<file path="src/hdl/timer_pair_params.svh">
// Register indices, field positions, reset values and bus codes of the timer pair
`ifndef TIMER_PAIR_PARAMS_SVH
`define TIMER_PAIR_PARAMS_SVH

`define IDX_PORT_B_OUTPUT 4'h0
`define IDX_PORT_B_DIRECTION 4'h2
`define IDX_T1_LOW_COUNT 4'h4
`define IDX_T1_HIGH_COUNT 4'h5
`define IDX_T1_LOW_RELOAD 4'h6
`define IDX_T1_HIGH_RELOAD 4'h7
`define IDX_T2_LOW_COUNT 4'h8
`define IDX_T2_HIGH_COUNT 4'h9
`define IDX_AUX_CONTROL 4'hB
`define IDX_INT_FLAG 4'hD
`define IDX_INT_ENABLE 4'hE

`define AUX_T2_PULSE_BIT 5
`define AUX_T1_FREE_RUN_BIT 6
`define AUX_T1_PB7_BIT 7
`define FLAG_T2_BIT 5
`define FLAG_T1_BIT 6
`define FLAG_ANY_BIT 7
`define IER_SET_BIT 7
`define PB_LINE_SEVEN_BIT 7

`define RESET_BYTE 8'h00
`define RESET_COUNT 16'h0000
`define COUNT_ZERO 16'h0000
`define COUNT_STEP 16'h0001
`define PIN_IDLE_LEVEL 1'b1

`define RESP_OKAY 2'h0
`define RESP_SLVERR 2'h2

`endif

</file>
<file path="src/hdl/timer_pair_pkg.sv">
// State types of the dual interval timer pair
package timer_pair_pkg;

  typedef struct packed {
    logic [15:0] count;
  } counter_state_s;

  typedef struct packed {
    logic stage1;
    logic stage2;
  } sync_state_s;

  typedef struct packed {
    logic aw_got;
    logic w_got;
    logic [5:0] waddr;
    logic [7:0] wdata;
    logic wstrb0;
    logic bvalid;
    logic [1:0] bresp;
    logic rvalid;
    logic [7:0] rdata;
    logic [1:0] rresp;
    logic [7:0] timer_one_low_reload;
    logic [7:0] timer_one_high_reload;
    logic [7:0] timer_two_low_reload;
    logic t1_armed;
    logic t2_armed;
    logic t1_flag;
    logic t2_flag;
    logic pb7_timer;
    logic pb7_out;
    logic irq_b;
    logic pb6_prev;
    logic [7:0] auxiliary_control;
    logic [7:0] int_enable;
    logic [7:0] port_b_output_latch;
    logic [7:0] port_b_direction;
  } main_state_s;

endpackage : timer_pair_pkg

</file>
<file path="src/hdl/pin_sync2.sv">
// Two flip-flop synchroniser for a pin level
`timescale 1ns/1ns
`include "timer_pair_params.svh"
module pin_sync2
  import timer_pair_pkg::*;
(
  input wire logic sys_clk_i,
  input wire logic rst_b_i,
  input wire logic async_i,
  output logic sync_o
);
  sync_state_s state;
  sync_state_s next_state;

  always_comb begin
    next_state.stage1 = async_i;
    next_state.stage2 = state.stage1;
  end

  always_ff @(posedge sys_clk_i) begin
    if (!rst_b_i) begin
      state <= {`PIN_IDLE_LEVEL, `PIN_IDLE_LEVEL};
    end else begin
      state <= next_state;
    end
  end

  assign sync_o = state.stage2;
endmodule : pin_sync2

</file>
<file path="src/hdl/down_counter16.sv">
// Sixteen-bit down counter with load, reload at zero and wrap
`timescale 1ns/1ns
`include "timer_pair_params.svh"
module down_counter16
  import timer_pair_pkg::*;
(
  input wire logic sys_clk_i,
  input wire logic rst_b_i,
  input wire logic load_i,
  input wire logic [15:0] load_value_i,
  input wire logic reload_at_zero_i,
  input wire logic [15:0] reload_value_i,
  input wire logic decrement_i,
  output logic [15:0] count_o,
  output logic zero_event_o
);
  counter_state_s state;
  counter_state_s next_state;

  always_comb begin
    zero_event_o = decrement_i && !load_i && (state.count == `COUNT_ZERO);
    next_state = state;
    if (load_i) begin
      next_state.count = load_value_i;
    end else if (zero_event_o && reload_at_zero_i) begin
      next_state.count = reload_value_i;
    end else if (decrement_i) begin
      // Wraps from zero to all ones
      next_state.count = state.count - `COUNT_STEP;
    end
  end

  always_ff @(posedge sys_clk_i) begin
    if (!rst_b_i) begin
      state.count <= `RESET_COUNT;
    end else begin
      state <= next_state;
    end
  end

  assign count_o = state.count;
endmodule : down_counter16

</file>
<file path="src/hdl/dual_interval_timer_pair.sv">
// Two interval timers with AXI4-Lite register access
// Overview of operation
// Software clears aux bits 6 and 7 for interrupt-only one-shot.
// Timer-one low count write stores low latch only; counter untouched.
// Timer-one high count write: latch, load counter, start, clear flag.
// Timer one decrements from the next clock, once every clock.
// One-shot: timer-one flag set once at zero per high load.
// One-shot with aux bit 7: line seven low at load, high at zero.
// Timer-one low count read returns counter low, clears flag bit 6.
// Writing one to flag bit 6 clears the timer-one flag.
// Free-run: at zero set flag, toggle line seven, reload, continue.
// Every high count write restarts the full time-out.
// Latch writes alone never disturb a running countdown.
// Low reload writes like low count; its read leaves the flag.
// High reload write stores latch, clears flag, no transfer.
// Timer-one high count read returns counter high byte only.
// Line seven is timer output only if direction and aux bit 7 set.
// One aux bit picks timer two interval or line-six pulse count.
// Timer two: low latch, low count, high count; decrements each clock.
// Timer two one-shot: flag at zero, wrap to all ones, continue.
// Timer two flags only once until its high count is rewritten.
// Timer-two flag clears on low count read or high count write.
// An enabled set flag drives the interrupt request low.
// Timer-two high write also loads low latch into low counter.
// Aux bit 6 selects timer-one one-shot or free-run reload.
// Timer-one one-shot wraps through zero without further flags.
`timescale 1ns/1ns
`include "timer_pair_params.svh"
module dual_interval_timer_pair
  import timer_pair_pkg::*;
(
  input wire logic sys_clk_i,
  input wire logic rst_b_i,
  input wire logic [5:0] s_axil_awaddr_i,
  input wire logic s_axil_awvalid_i,
  output logic s_axil_awready_o,
  input wire logic [31:0] s_axil_wdata_i,
  input wire logic [3:0] s_axil_wstrb_i,
  input wire logic s_axil_wvalid_i,
  output logic s_axil_wready_o,
  output logic [1:0] s_axil_bresp_o,
  output logic s_axil_bvalid_o,
  input wire logic s_axil_bready_i,
  input wire logic [5:0] s_axil_araddr_i,
  input wire logic s_axil_arvalid_i,
  output logic s_axil_arready_o,
  output logic [31:0] s_axil_rdata_o,
  output logic [1:0] s_axil_rresp_o,
  output logic s_axil_rvalid_o,
  input wire logic s_axil_rready_i,
  input wire logic port_b_line_six_i,
  output logic port_b_line_seven_o,
  output logic port_b_line_seven_oe_o,
  output logic irq_b_o
);
  main_state_s state;
  main_state_s next_state;

  logic aw_take;
  logic w_take;
  logic wr_go;
  logic wr_en;
  logic [3:0] wr_idx;
  logic ar_take;
  logic rd_en;
  logic [3:0] rd_idx;
  logic [7:0] rd_byte;
  logic t1_free_run;
  logic t1_load;
  logic t1_clear;
  logic t1_set;
  logic t2_load;
  logic t2_clear;
  logic t2_set;
  logic t2_decrement;
  logic pb6_sync;
  logic pb6_fall;
  logic flag_any;
  logic [15:0] t1_count;
  logic t1_zero;
  logic [15:0] t2_count;
  logic t2_zero;

  function automatic logic is_mapped(input logic [5:0] addr);
    logic [3:0] idx;
    idx = addr[5:2];
    unique case (idx)
      `IDX_PORT_B_OUTPUT, `IDX_PORT_B_DIRECTION,
      `IDX_T1_LOW_COUNT, `IDX_T1_HIGH_COUNT,
      `IDX_T1_LOW_RELOAD, `IDX_T1_HIGH_RELOAD,
      `IDX_T2_LOW_COUNT, `IDX_T2_HIGH_COUNT,
      `IDX_AUX_CONTROL, `IDX_INT_FLAG, `IDX_INT_ENABLE: is_mapped = 1'b1;
      default: is_mapped = 1'b0;
    endcase
  endfunction : is_mapped

  pin_sync2 u_pb6_sync (
    .sys_clk_i(sys_clk_i),
    .rst_b_i(rst_b_i),
    .async_i(port_b_line_six_i),
    .sync_o(pb6_sync)
  );

  down_counter16 u_timer_one (
    .sys_clk_i(sys_clk_i),
    .rst_b_i(rst_b_i),
    .load_i(t1_load),
    .load_value_i({state.wdata, state.timer_one_low_reload}),
    .reload_at_zero_i(t1_free_run),
    .reload_value_i({state.timer_one_high_reload,
                     state.timer_one_low_reload}),
    .decrement_i(1'b1),
    .count_o(t1_count),
    .zero_event_o(t1_zero)
  );

  down_counter16 u_timer_two (
    .sys_clk_i(sys_clk_i),
    .rst_b_i(rst_b_i),
    .load_i(t2_load),
    .load_value_i({state.wdata, state.timer_two_low_reload}),
    .reload_at_zero_i(1'b0),
    .reload_value_i(`RESET_COUNT),
    .decrement_i(t2_decrement),
    .count_o(t2_count),
    .zero_event_o(t2_zero)
  );

  // Bus handshakes and decoded strobes
  always_comb begin
    s_axil_awready_o = !state.aw_got && !state.bvalid;
    s_axil_wready_o = !state.w_got && !state.bvalid;
    s_axil_arready_o = !state.rvalid;
    aw_take = s_axil_awvalid_i && s_axil_awready_o;
    w_take = s_axil_wvalid_i && s_axil_wready_o;
    wr_go = state.aw_got && state.w_got && !state.bvalid;
    wr_idx = state.waddr[5:2];
    wr_en = wr_go && is_mapped(state.waddr) && state.wstrb0;
    ar_take = s_axil_arvalid_i && s_axil_arready_o;
    rd_idx = s_axil_araddr_i[5:2];
    rd_en = ar_take && is_mapped(s_axil_araddr_i);
  end

  // Timer control terms
  always_comb begin
    t1_free_run = state.auxiliary_control[`AUX_T1_FREE_RUN_BIT];
    pb6_fall = state.pb6_prev && !pb6_sync;
    t2_decrement = state.auxiliary_control[`AUX_T2_PULSE_BIT] ?
                   pb6_fall : 1'b1; // see
    t1_load = wr_en && (wr_idx == `IDX_T1_HIGH_COUNT); // see
    t2_load = wr_en && (wr_idx == `IDX_T2_HIGH_COUNT);
    t1_clear = (wr_en && (wr_idx == `IDX_T1_HIGH_COUNT)) ||
               (wr_en && (wr_idx == `IDX_T1_HIGH_RELOAD)) ||
               (rd_en && (rd_idx == `IDX_T1_LOW_COUNT)) ||
               (wr_en && (wr_idx == `IDX_INT_FLAG) &&
                state.wdata[`FLAG_T1_BIT]);
    t2_clear = t2_load ||
               (rd_en && (rd_idx == `IDX_T2_LOW_COUNT)) ||
               (wr_en && (wr_idx == `IDX_INT_FLAG) &&
                state.wdata[`FLAG_T2_BIT]);
    t1_set = t1_zero && (t1_free_run || state.t1_armed); // see
    t2_set = t2_zero && state.t2_armed; // see
    flag_any = (state.t1_flag && state.int_enable[`FLAG_T1_BIT]) ||
               (state.t2_flag && state.int_enable[`FLAG_T2_BIT]);
  end

  // Read data selection
  always_comb begin
    rd_byte = `RESET_BYTE;
    unique case (rd_idx)
      `IDX_PORT_B_OUTPUT: rd_byte = state.port_b_output_latch;
      `IDX_PORT_B_DIRECTION: rd_byte = state.port_b_direction;
      `IDX_T1_LOW_COUNT: rd_byte = t1_count[7:0];
      `IDX_T1_HIGH_COUNT: rd_byte = t1_count[15:8];
      `IDX_T1_LOW_RELOAD: rd_byte = state.timer_one_low_reload;
      `IDX_T1_HIGH_RELOAD: rd_byte = state.timer_one_high_reload;
      `IDX_T2_LOW_COUNT: rd_byte = t2_count[7:0];
      `IDX_T2_HIGH_COUNT: rd_byte = t2_count[15:8];
      `IDX_AUX_CONTROL: rd_byte = state.auxiliary_control;
      `IDX_INT_FLAG: begin
        rd_byte[`FLAG_ANY_BIT] = flag_any;
        rd_byte[`FLAG_T1_BIT] = state.t1_flag;
        rd_byte[`FLAG_T2_BIT] = state.t2_flag;
      end
      `IDX_INT_ENABLE: begin
        rd_byte = state.int_enable;
        rd_byte[`IER_SET_BIT] = 1'b1;
      end
      default: rd_byte = `RESET_BYTE;
    endcase
  end

  always_comb begin
    next_state = state;
    next_state.pb6_prev = pb6_sync;

    // Write channel capture, in either order
    if (aw_take) begin
      next_state.aw_got = 1'b1;
      next_state.waddr = s_axil_awaddr_i;
    end
    if (w_take) begin
      next_state.w_got = 1'b1;
      next_state.wdata = s_axil_wdata_i[7:0];
      next_state.wstrb0 = s_axil_wstrb_i[0];
    end
    if (wr_go) begin
      next_state.aw_got = 1'b0;
      next_state.w_got = 1'b0;
      next_state.bvalid = 1'b1;
      next_state.bresp = is_mapped(state.waddr) ? `RESP_OKAY : `RESP_SLVERR;
    end else if (state.bvalid && s_axil_bready_i) begin
      next_state.bvalid = 1'b0;
    end

    // Read channel
    if (ar_take) begin
      next_state.rvalid = 1'b1;
      next_state.rdata = rd_byte;
      next_state.rresp = rd_en ? `RESP_OKAY : `RESP_SLVERR;
    end else if (state.rvalid && s_axil_rready_i) begin
      next_state.rvalid = 1'b0;
    end

    // Register writes
    if (wr_en) begin
      unique case (wr_idx)
        `IDX_PORT_B_OUTPUT: next_state.port_b_output_latch = state.wdata;
        `IDX_PORT_B_DIRECTION: next_state.port_b_direction = state.wdata;
        `IDX_T1_LOW_COUNT, `IDX_T1_LOW_RELOAD:
          next_state.timer_one_low_reload = state.wdata; // see
        `IDX_T1_HIGH_COUNT, `IDX_T1_HIGH_RELOAD:
          next_state.timer_one_high_reload = state.wdata;
        `IDX_T2_LOW_COUNT: next_state.timer_two_low_reload = state.wdata;
        `IDX_AUX_CONTROL: next_state.auxiliary_control = state.wdata;
        `IDX_INT_ENABLE: begin
          if (state.wdata[`IER_SET_BIT]) begin
            next_state.int_enable = state.int_enable | state.wdata;
          end else begin
            next_state.int_enable = state.int_enable & ~state.wdata;
          end
        end
        default: next_state.int_enable = state.int_enable;
      endcase
    end

    // Timer one arming, flag and line seven waveform
    if (t1_load) begin
      next_state.t1_armed = 1'b1; // see
      next_state.pb7_timer = 1'b0;
    end else if (t1_zero && t1_free_run) begin
      next_state.pb7_timer = !state.pb7_timer;
    end else if (t1_zero && state.t1_armed) begin
      next_state.t1_armed = 1'b0;
      next_state.pb7_timer = 1'b1;
    end
    // A hardware set wins over a same-cycle clear
    next_state.t1_flag = t1_set || (state.t1_flag && !t1_clear);

    // Timer two arming and flag
    if (t2_load) begin
      next_state.t2_armed = 1'b1;
    end else if (t2_zero) begin
      next_state.t2_armed = 1'b0;
    end
    next_state.t2_flag = t2_set || (state.t2_flag && !t2_clear);

    // Pin and interrupt outputs are registered
    next_state.pb7_out =
      (state.port_b_direction[`PB_LINE_SEVEN_BIT] &&
       state.auxiliary_control[`AUX_T1_PB7_BIT]) ?
      state.pb7_timer : state.port_b_output_latch[`PB_LINE_SEVEN_BIT];
    next_state.irq_b = !flag_any;
  end

  always_ff @(posedge sys_clk_i) begin
    if (!rst_b_i) begin
      state.aw_got <= 1'b0;
      state.w_got <= 1'b0;
      state.waddr <= 6'h00;
      state.wdata <= `RESET_BYTE;
      state.wstrb0 <= 1'b0;
      state.bvalid <= 1'b0;
      state.bresp <= `RESP_OKAY;
      state.rvalid <= 1'b0;
      state.rdata <= `RESET_BYTE;
      state.rresp <= `RESP_OKAY;
      state.timer_one_low_reload <= `RESET_BYTE;
      state.timer_one_high_reload <= `RESET_BYTE;
      state.timer_two_low_reload <= `RESET_BYTE;
      state.t1_armed <= 1'b0;
      state.t2_armed <= 1'b0;
      state.t1_flag <= 1'b0;
      state.t2_flag <= 1'b0;
      state.pb7_timer <= 1'b1;
      state.pb7_out <= 1'b0;
      state.irq_b <= 1'b1;
      state.pb6_prev <= `PIN_IDLE_LEVEL;
      state.auxiliary_control <= `RESET_BYTE;
      state.int_enable <= `RESET_BYTE;
      state.port_b_output_latch <= `RESET_BYTE;
      state.port_b_direction <= `RESET_BYTE;
    end else begin
      state <= next_state;
    end
  end

  assign s_axil_bvalid_o = state.bvalid;
  assign s_axil_bresp_o = state.bresp;
  assign s_axil_rvalid_o = state.rvalid;
  assign s_axil_rresp_o = state.rresp;
  assign s_axil_rdata_o = {24'h00_0000, state.rdata};
  assign port_b_line_seven_o = state.pb7_out;
  assign port_b_line_seven_oe_o = state.port_b_direction[`PB_LINE_SEVEN_BIT];
  assign irq_b_o = state.irq_b;
endmodule : dual_interval_timer_pair

</file>
<file path="config.mk">
export PLATFORM = sky130hd
export DESIGN_NAME = dual_interval_timer_pair
export DESIGN_NICKNAME = d
export VERILOG_FILES = /design/src/hdl/timer_pair_pkg.sv /design/src/hdl/pin_sync2.sv /design/src/hdl/down_counter16.sv /design/src/hdl/dual_interval_timer_pair.sv
export VERILOG_INCLUDE_DIRS = /design/src /design/src/hdl
export SDC_FILE = /design/constraint.sdc
export NUM_CORES = 1
export LEC_CHECK = 0
export ABC_AREA = 0
export ABC_CLOCK_PERIOD_IN_PS = 2300
export BUFFER_PORTS_ARGS = -buffer_cell sky130_fd_sc_hd__clkbuf_2
export CELL_PAD_IN_SITES_DETAIL_PLACEMENT = 1
export CELL_PAD_IN_SITES_GLOBAL_PLACEMENT = 1
export CORE_MARGIN = 2
export CORE_UTILIZATION = 35
export CTS_CLUSTER_DIAMETER = 50
export DETAILED_ROUTE_END_ITERATION = 10
export PLACE_DENSITY_LB_ADDON = 0.1
export SYNTH_ARGS = -nofsm -noshare
export SYNTH_HDL_FRONTEND = slang
export SYNTH_SLANG_ARGS = --single-unit
</file>
<file path="constraint.sdc">
create_clock -name sys_clk_i -period 2.3 [get_ports sys_clk_i]
set_clock_uncertainty 0.1 [all_clocks]
set_input_delay 0 -clock sys_clk_i [delete_from_list [all_inputs] [get_ports sys_clk_i]]
set_output_delay 0 -clock sys_clk_i [all_outputs]
set_load 0.02 [all_outputs]
</file>
==> impl_results.md <==
- Clock buffer depth: 2
- GRT Overall Usage: 22.44%
- Hold Path Class: in -> reg
- Avg Inst Size Synth: 8.344 um^2
- Clk pwr share: 39.9%
- First-pass GRT wire length: 33690 um
- Post-synth top area cell: dfxtp_1
- Cells after synthesis: 763
- R2r setup slk: 160 ps
- CP endpoint kind: register
- Initial detailed-routing violation count: 356
- Setup-failing EPs final: 0
- P&R area growth vs syn: 19.91%
- Pwr Density: 882.7 nW/um^2
- Final Hold Fails: 0
- Unique masters post-synth: 64
- Ys flop type: dfxtp_1
- Top-count cell post-synth: dfxtp_1
- Max-cap violations: 0
- Clock Sinks: 125
- Max Slew Vio Count: 0
- Post-synthesis sequential area ratio: 39.31%
- P_sw: 0.002153 W
- Largest net degree at the start of global routing: 57
- Worst Path Max Fanout: 8
- Synthesis Warnings: 0
- GPL Wtd Cong: 0.8666
- Core area: 17900 um^2
- Critical Path RT: 2490 ps
- Arrival time at the worst endpoint: 2330 ps
- Worst-path clk slew: 60 ps
- Fillcell total: 2126
- Slew headroom: 48.33%
- Final Non-Filler Cells: 1066
- Final min period: 2137 ps
- Top cells by area, synth: dfxtp_1 39%, mux2i_1 8.5%, nor2_1 5.5%
- Die Y-Extent: 138.9 um
- Routed len/inst: 20.13 um
- Layout cells sized above 1: 15.17%
- Outcome: completed
- Vias: 5833
- Port Buffers: 42
- Root Buffer: clkbuf_16
- Unrepaired setup endpoints after global routing: no
- Dpl cells: 1007
- Leak: 3.141 nW
- Width of the die: 138.9 um
- Area share of the largest cell type after synthesis: 39.31%
- Hold path cells: 5
- Fmax: 0.4679 GHz
- Part of the power in combinational logic: 19.9%
- R2r startpoint: state[94]$_SDFFE_PP0N_
- Routed vias/inst: 5.472
- Clock latency reported for the late side of the worst-skew pair: 430 ps
- Critical path class: reg -> reg
- Site Rows: 49
- CP Launch Type: register
- Post-synth EDFFs: 0
- Sw Ratio: 31.95%
- WL final: 21460 um
- Post-CTS setup buffers: 0
- Remaining global-route overflow: 0
- Num CTS Buffers: 17
- Nets: 888
- WHS Endpoint: s_axil_rresp_o[1]$_SDFFE_PN0N_
- DRT Pass-1 Iters: 5
- Initial antenna violation count: 0
- Critical R2R Capture: state[59]$_SDFFE_PN0P_
- Ant. Diodes: 0
- R2r worst-path depth: 5
- Commonest cells post-synth: 125 x dfxtp_1, 93 x nor2_1, 79 x nand2_1
- Hold path start: s_axil_arvalid_i
- DRC violations left: 0
- Synth Cell Area: 6366 um^2
- Post-synthesis sequential element count: 125
- Starting Density: 35.56%
- Vias in the first global route: 5899
- Internal power: 0.004586 W
- Async set or reset register ratio after synthesis: 0%
- Sequential share of power: 40.2%
- Period utilization: 92.93%
- Hpwl dp: 15210 um
- Die ar.: 19280 um^2
- VDD IR max: 0.5048 mV
- TritonCTS clock tree: yes
- Ports: 100
- Total Neg Setup Slack: 0 ps
- H-tree Lvls: 4
- Remaining antenna violation count: 0
- Slew @ Worst Pin: 774.0 ps
==> registers in the layout (all words and copies together), names as in the netlist, named ones only <==
name	flops
irq_b_o	1
port_b_line_seven_o	1
port_b_line_seven_oe_o	1
s_axil_bresp_o	1
s_axil_bvalid_o	1
s_axil_rdata_o	8
s_axil_rresp_o	1
s_axil_rvalid_o	1
state	68
u_pb6_sync.next_state	1
u_pb6_sync.sync_o	1
u_timer_one.count_o	16
u_timer_two.count_o	16
==> worst max path at each step <==
stage | start | endpoint | slack, ps | cells past startpoint
detailed placement | state[94]$_SDFFE_PP0N_ | state[62]$_SDFFE_PN0P_ | 210 | 5
global route | state[94]$_SDFFE_PP0N_ | state[59]$_SDFFE_PN0P_ | 5 | 5
CTS | s_axil_araddr_i[2] | s_axil_rdata_o[6]$_SDFFE_PN0N_ | 110 | 9
global placement | s_axil_araddr_i[2] | s_axil_rdata_o[6]$_SDFFE_PN0N_ | 210 | 8
floorplan | s_axil_bvalid_o$_SDFFE_PN0P_ | port_b_line_seven_oe_o$_SDFFE_PN0P_ | 260 | 5
finish | state[94]$_SDFFE_PP0N_ | state[59]$_SDFFE_PN0P_ | 160 | 5
==> cell type report <==
| class | instances | area, um^2 | share of cell area, % |
|---|---|---|---|
| tap | 229 | 286.5 | 3.753 |
| inverter | 13 | 48.80 | 0.6392 |
| clock buffer | 17 | 425.4 | 5.573 |
| clock inverter | 15 | 162.7 | 2.131 |
| timing repair buffer | 108 | 785.8 | 10.29 |
| sequential | 125 | 2502 | 32.78 |
| multi-input combinational | 559 | 3422 | 44.83 |
==> critical path, cell delays in order (launching register included) <==
cell     delay (ps)
dfxtp_1         460
nand2_2         110
nor2_1          250
nand4_1         660
mux2i_1         360
nor2_1           70
==> kinds of logic (layout without fill, tap and decap cells) <==
group           Yosys count  count (layout)  synth area share [%]
simple gates            287             287                 22.11
compound gates          156             156                 16.06
flops                   125             125                 39.31
buf+inv                 104             153                 8.471
mux                      56              56                 8.844
xor+xnor                 26              26                 3.577
fa+ha+maj                 8               8                 1.572
other cells               1              26               0.05891
==> placed cells by master (no fill, tap or decap), drive strengths merged, types with 6 or more instances in the layout <==
master,Yosys,layout
o21ai,32,32
a22o,6,6
clkbuf,45,59
conb,1,26
dfxtp,125,125
xor2,16,16
nand3b,6,6
o22ai,6,6
xnor2,10,10
dlygate4sd3,0,27
nand4,9,9
nor2b,10,10
inv,13,18
ha,8,8
a21oi,51,51
nand2b,11,11
mux2i,54,54
nor4,10,10
nor2,93,93
nand2,80,80
nand3,36,36
a211oi,9,9
buf,46,39
==> power by group through the flow <==
| stage | combinational, W | sequential (W) | clock (W) |
|---|---|---|---|
| 4_1_cts | 0.00133 | 0.00270 | 0.00273 |
| 2_1_floorplan | 0.00103 | 0.00260 | 0 |
| 6_report | 0.00134 | 0.00271 | 0.00269 |
| 5_1_grt | 0.00147 | 0.00274 | 0.00285 |
| 3_3_place_gp | 0.00124 | 0.00274 | 0 |
| 3_5_place_dp | 0.00128 | 0.00275 | 0 |
==> layer usage <==
| layer | routed length (um) | track usage, % | vias to the layer above |
|---|---|---|---|
| met5 | 0 | 0 | - |
| met4 | 374 | 6.858 | 0 |
| met3 | 943 | 3.902 | 26 |
| met2 | 9884 | 36.06 | 157 |
| met1 | 10260 | 30.91 | 2884 |
| li1 | - | - | 2766 |
==> metrics by stage <==
stage | worst slack, ps | power (W) | utilization [%] | hold WS, ps | instance area [um^2]
3_5_place_dp | 211.7 | 0.004029 | 37.82 | 88.26 | 6771
6_report | 162.7 | 0.006738 | 42.64 | 50.72 | 7634
4_1_cts | 113.1 | 0.006773 | 42.62 | 39.28 | 7630
3_3_place_gp | 206.8 | 0.003987 | 37.82 | 81.03 | 6771
5_1_grt | 4.691 | 0.007055 | 42.64 | 70.43 | 7634
2_1_floorplan | 260.7 | 0.003629 | - | 1.471 | 6460
==> timing repair <==
action | CTS | global route
endpoints found under the hold margin | 25 | 0
hold buffers | 27 | 0
setup endpoints to repair | 0 | 3
resized for setup | 0 | 2
Note: power is estimated with default switching activity, not from simulation.
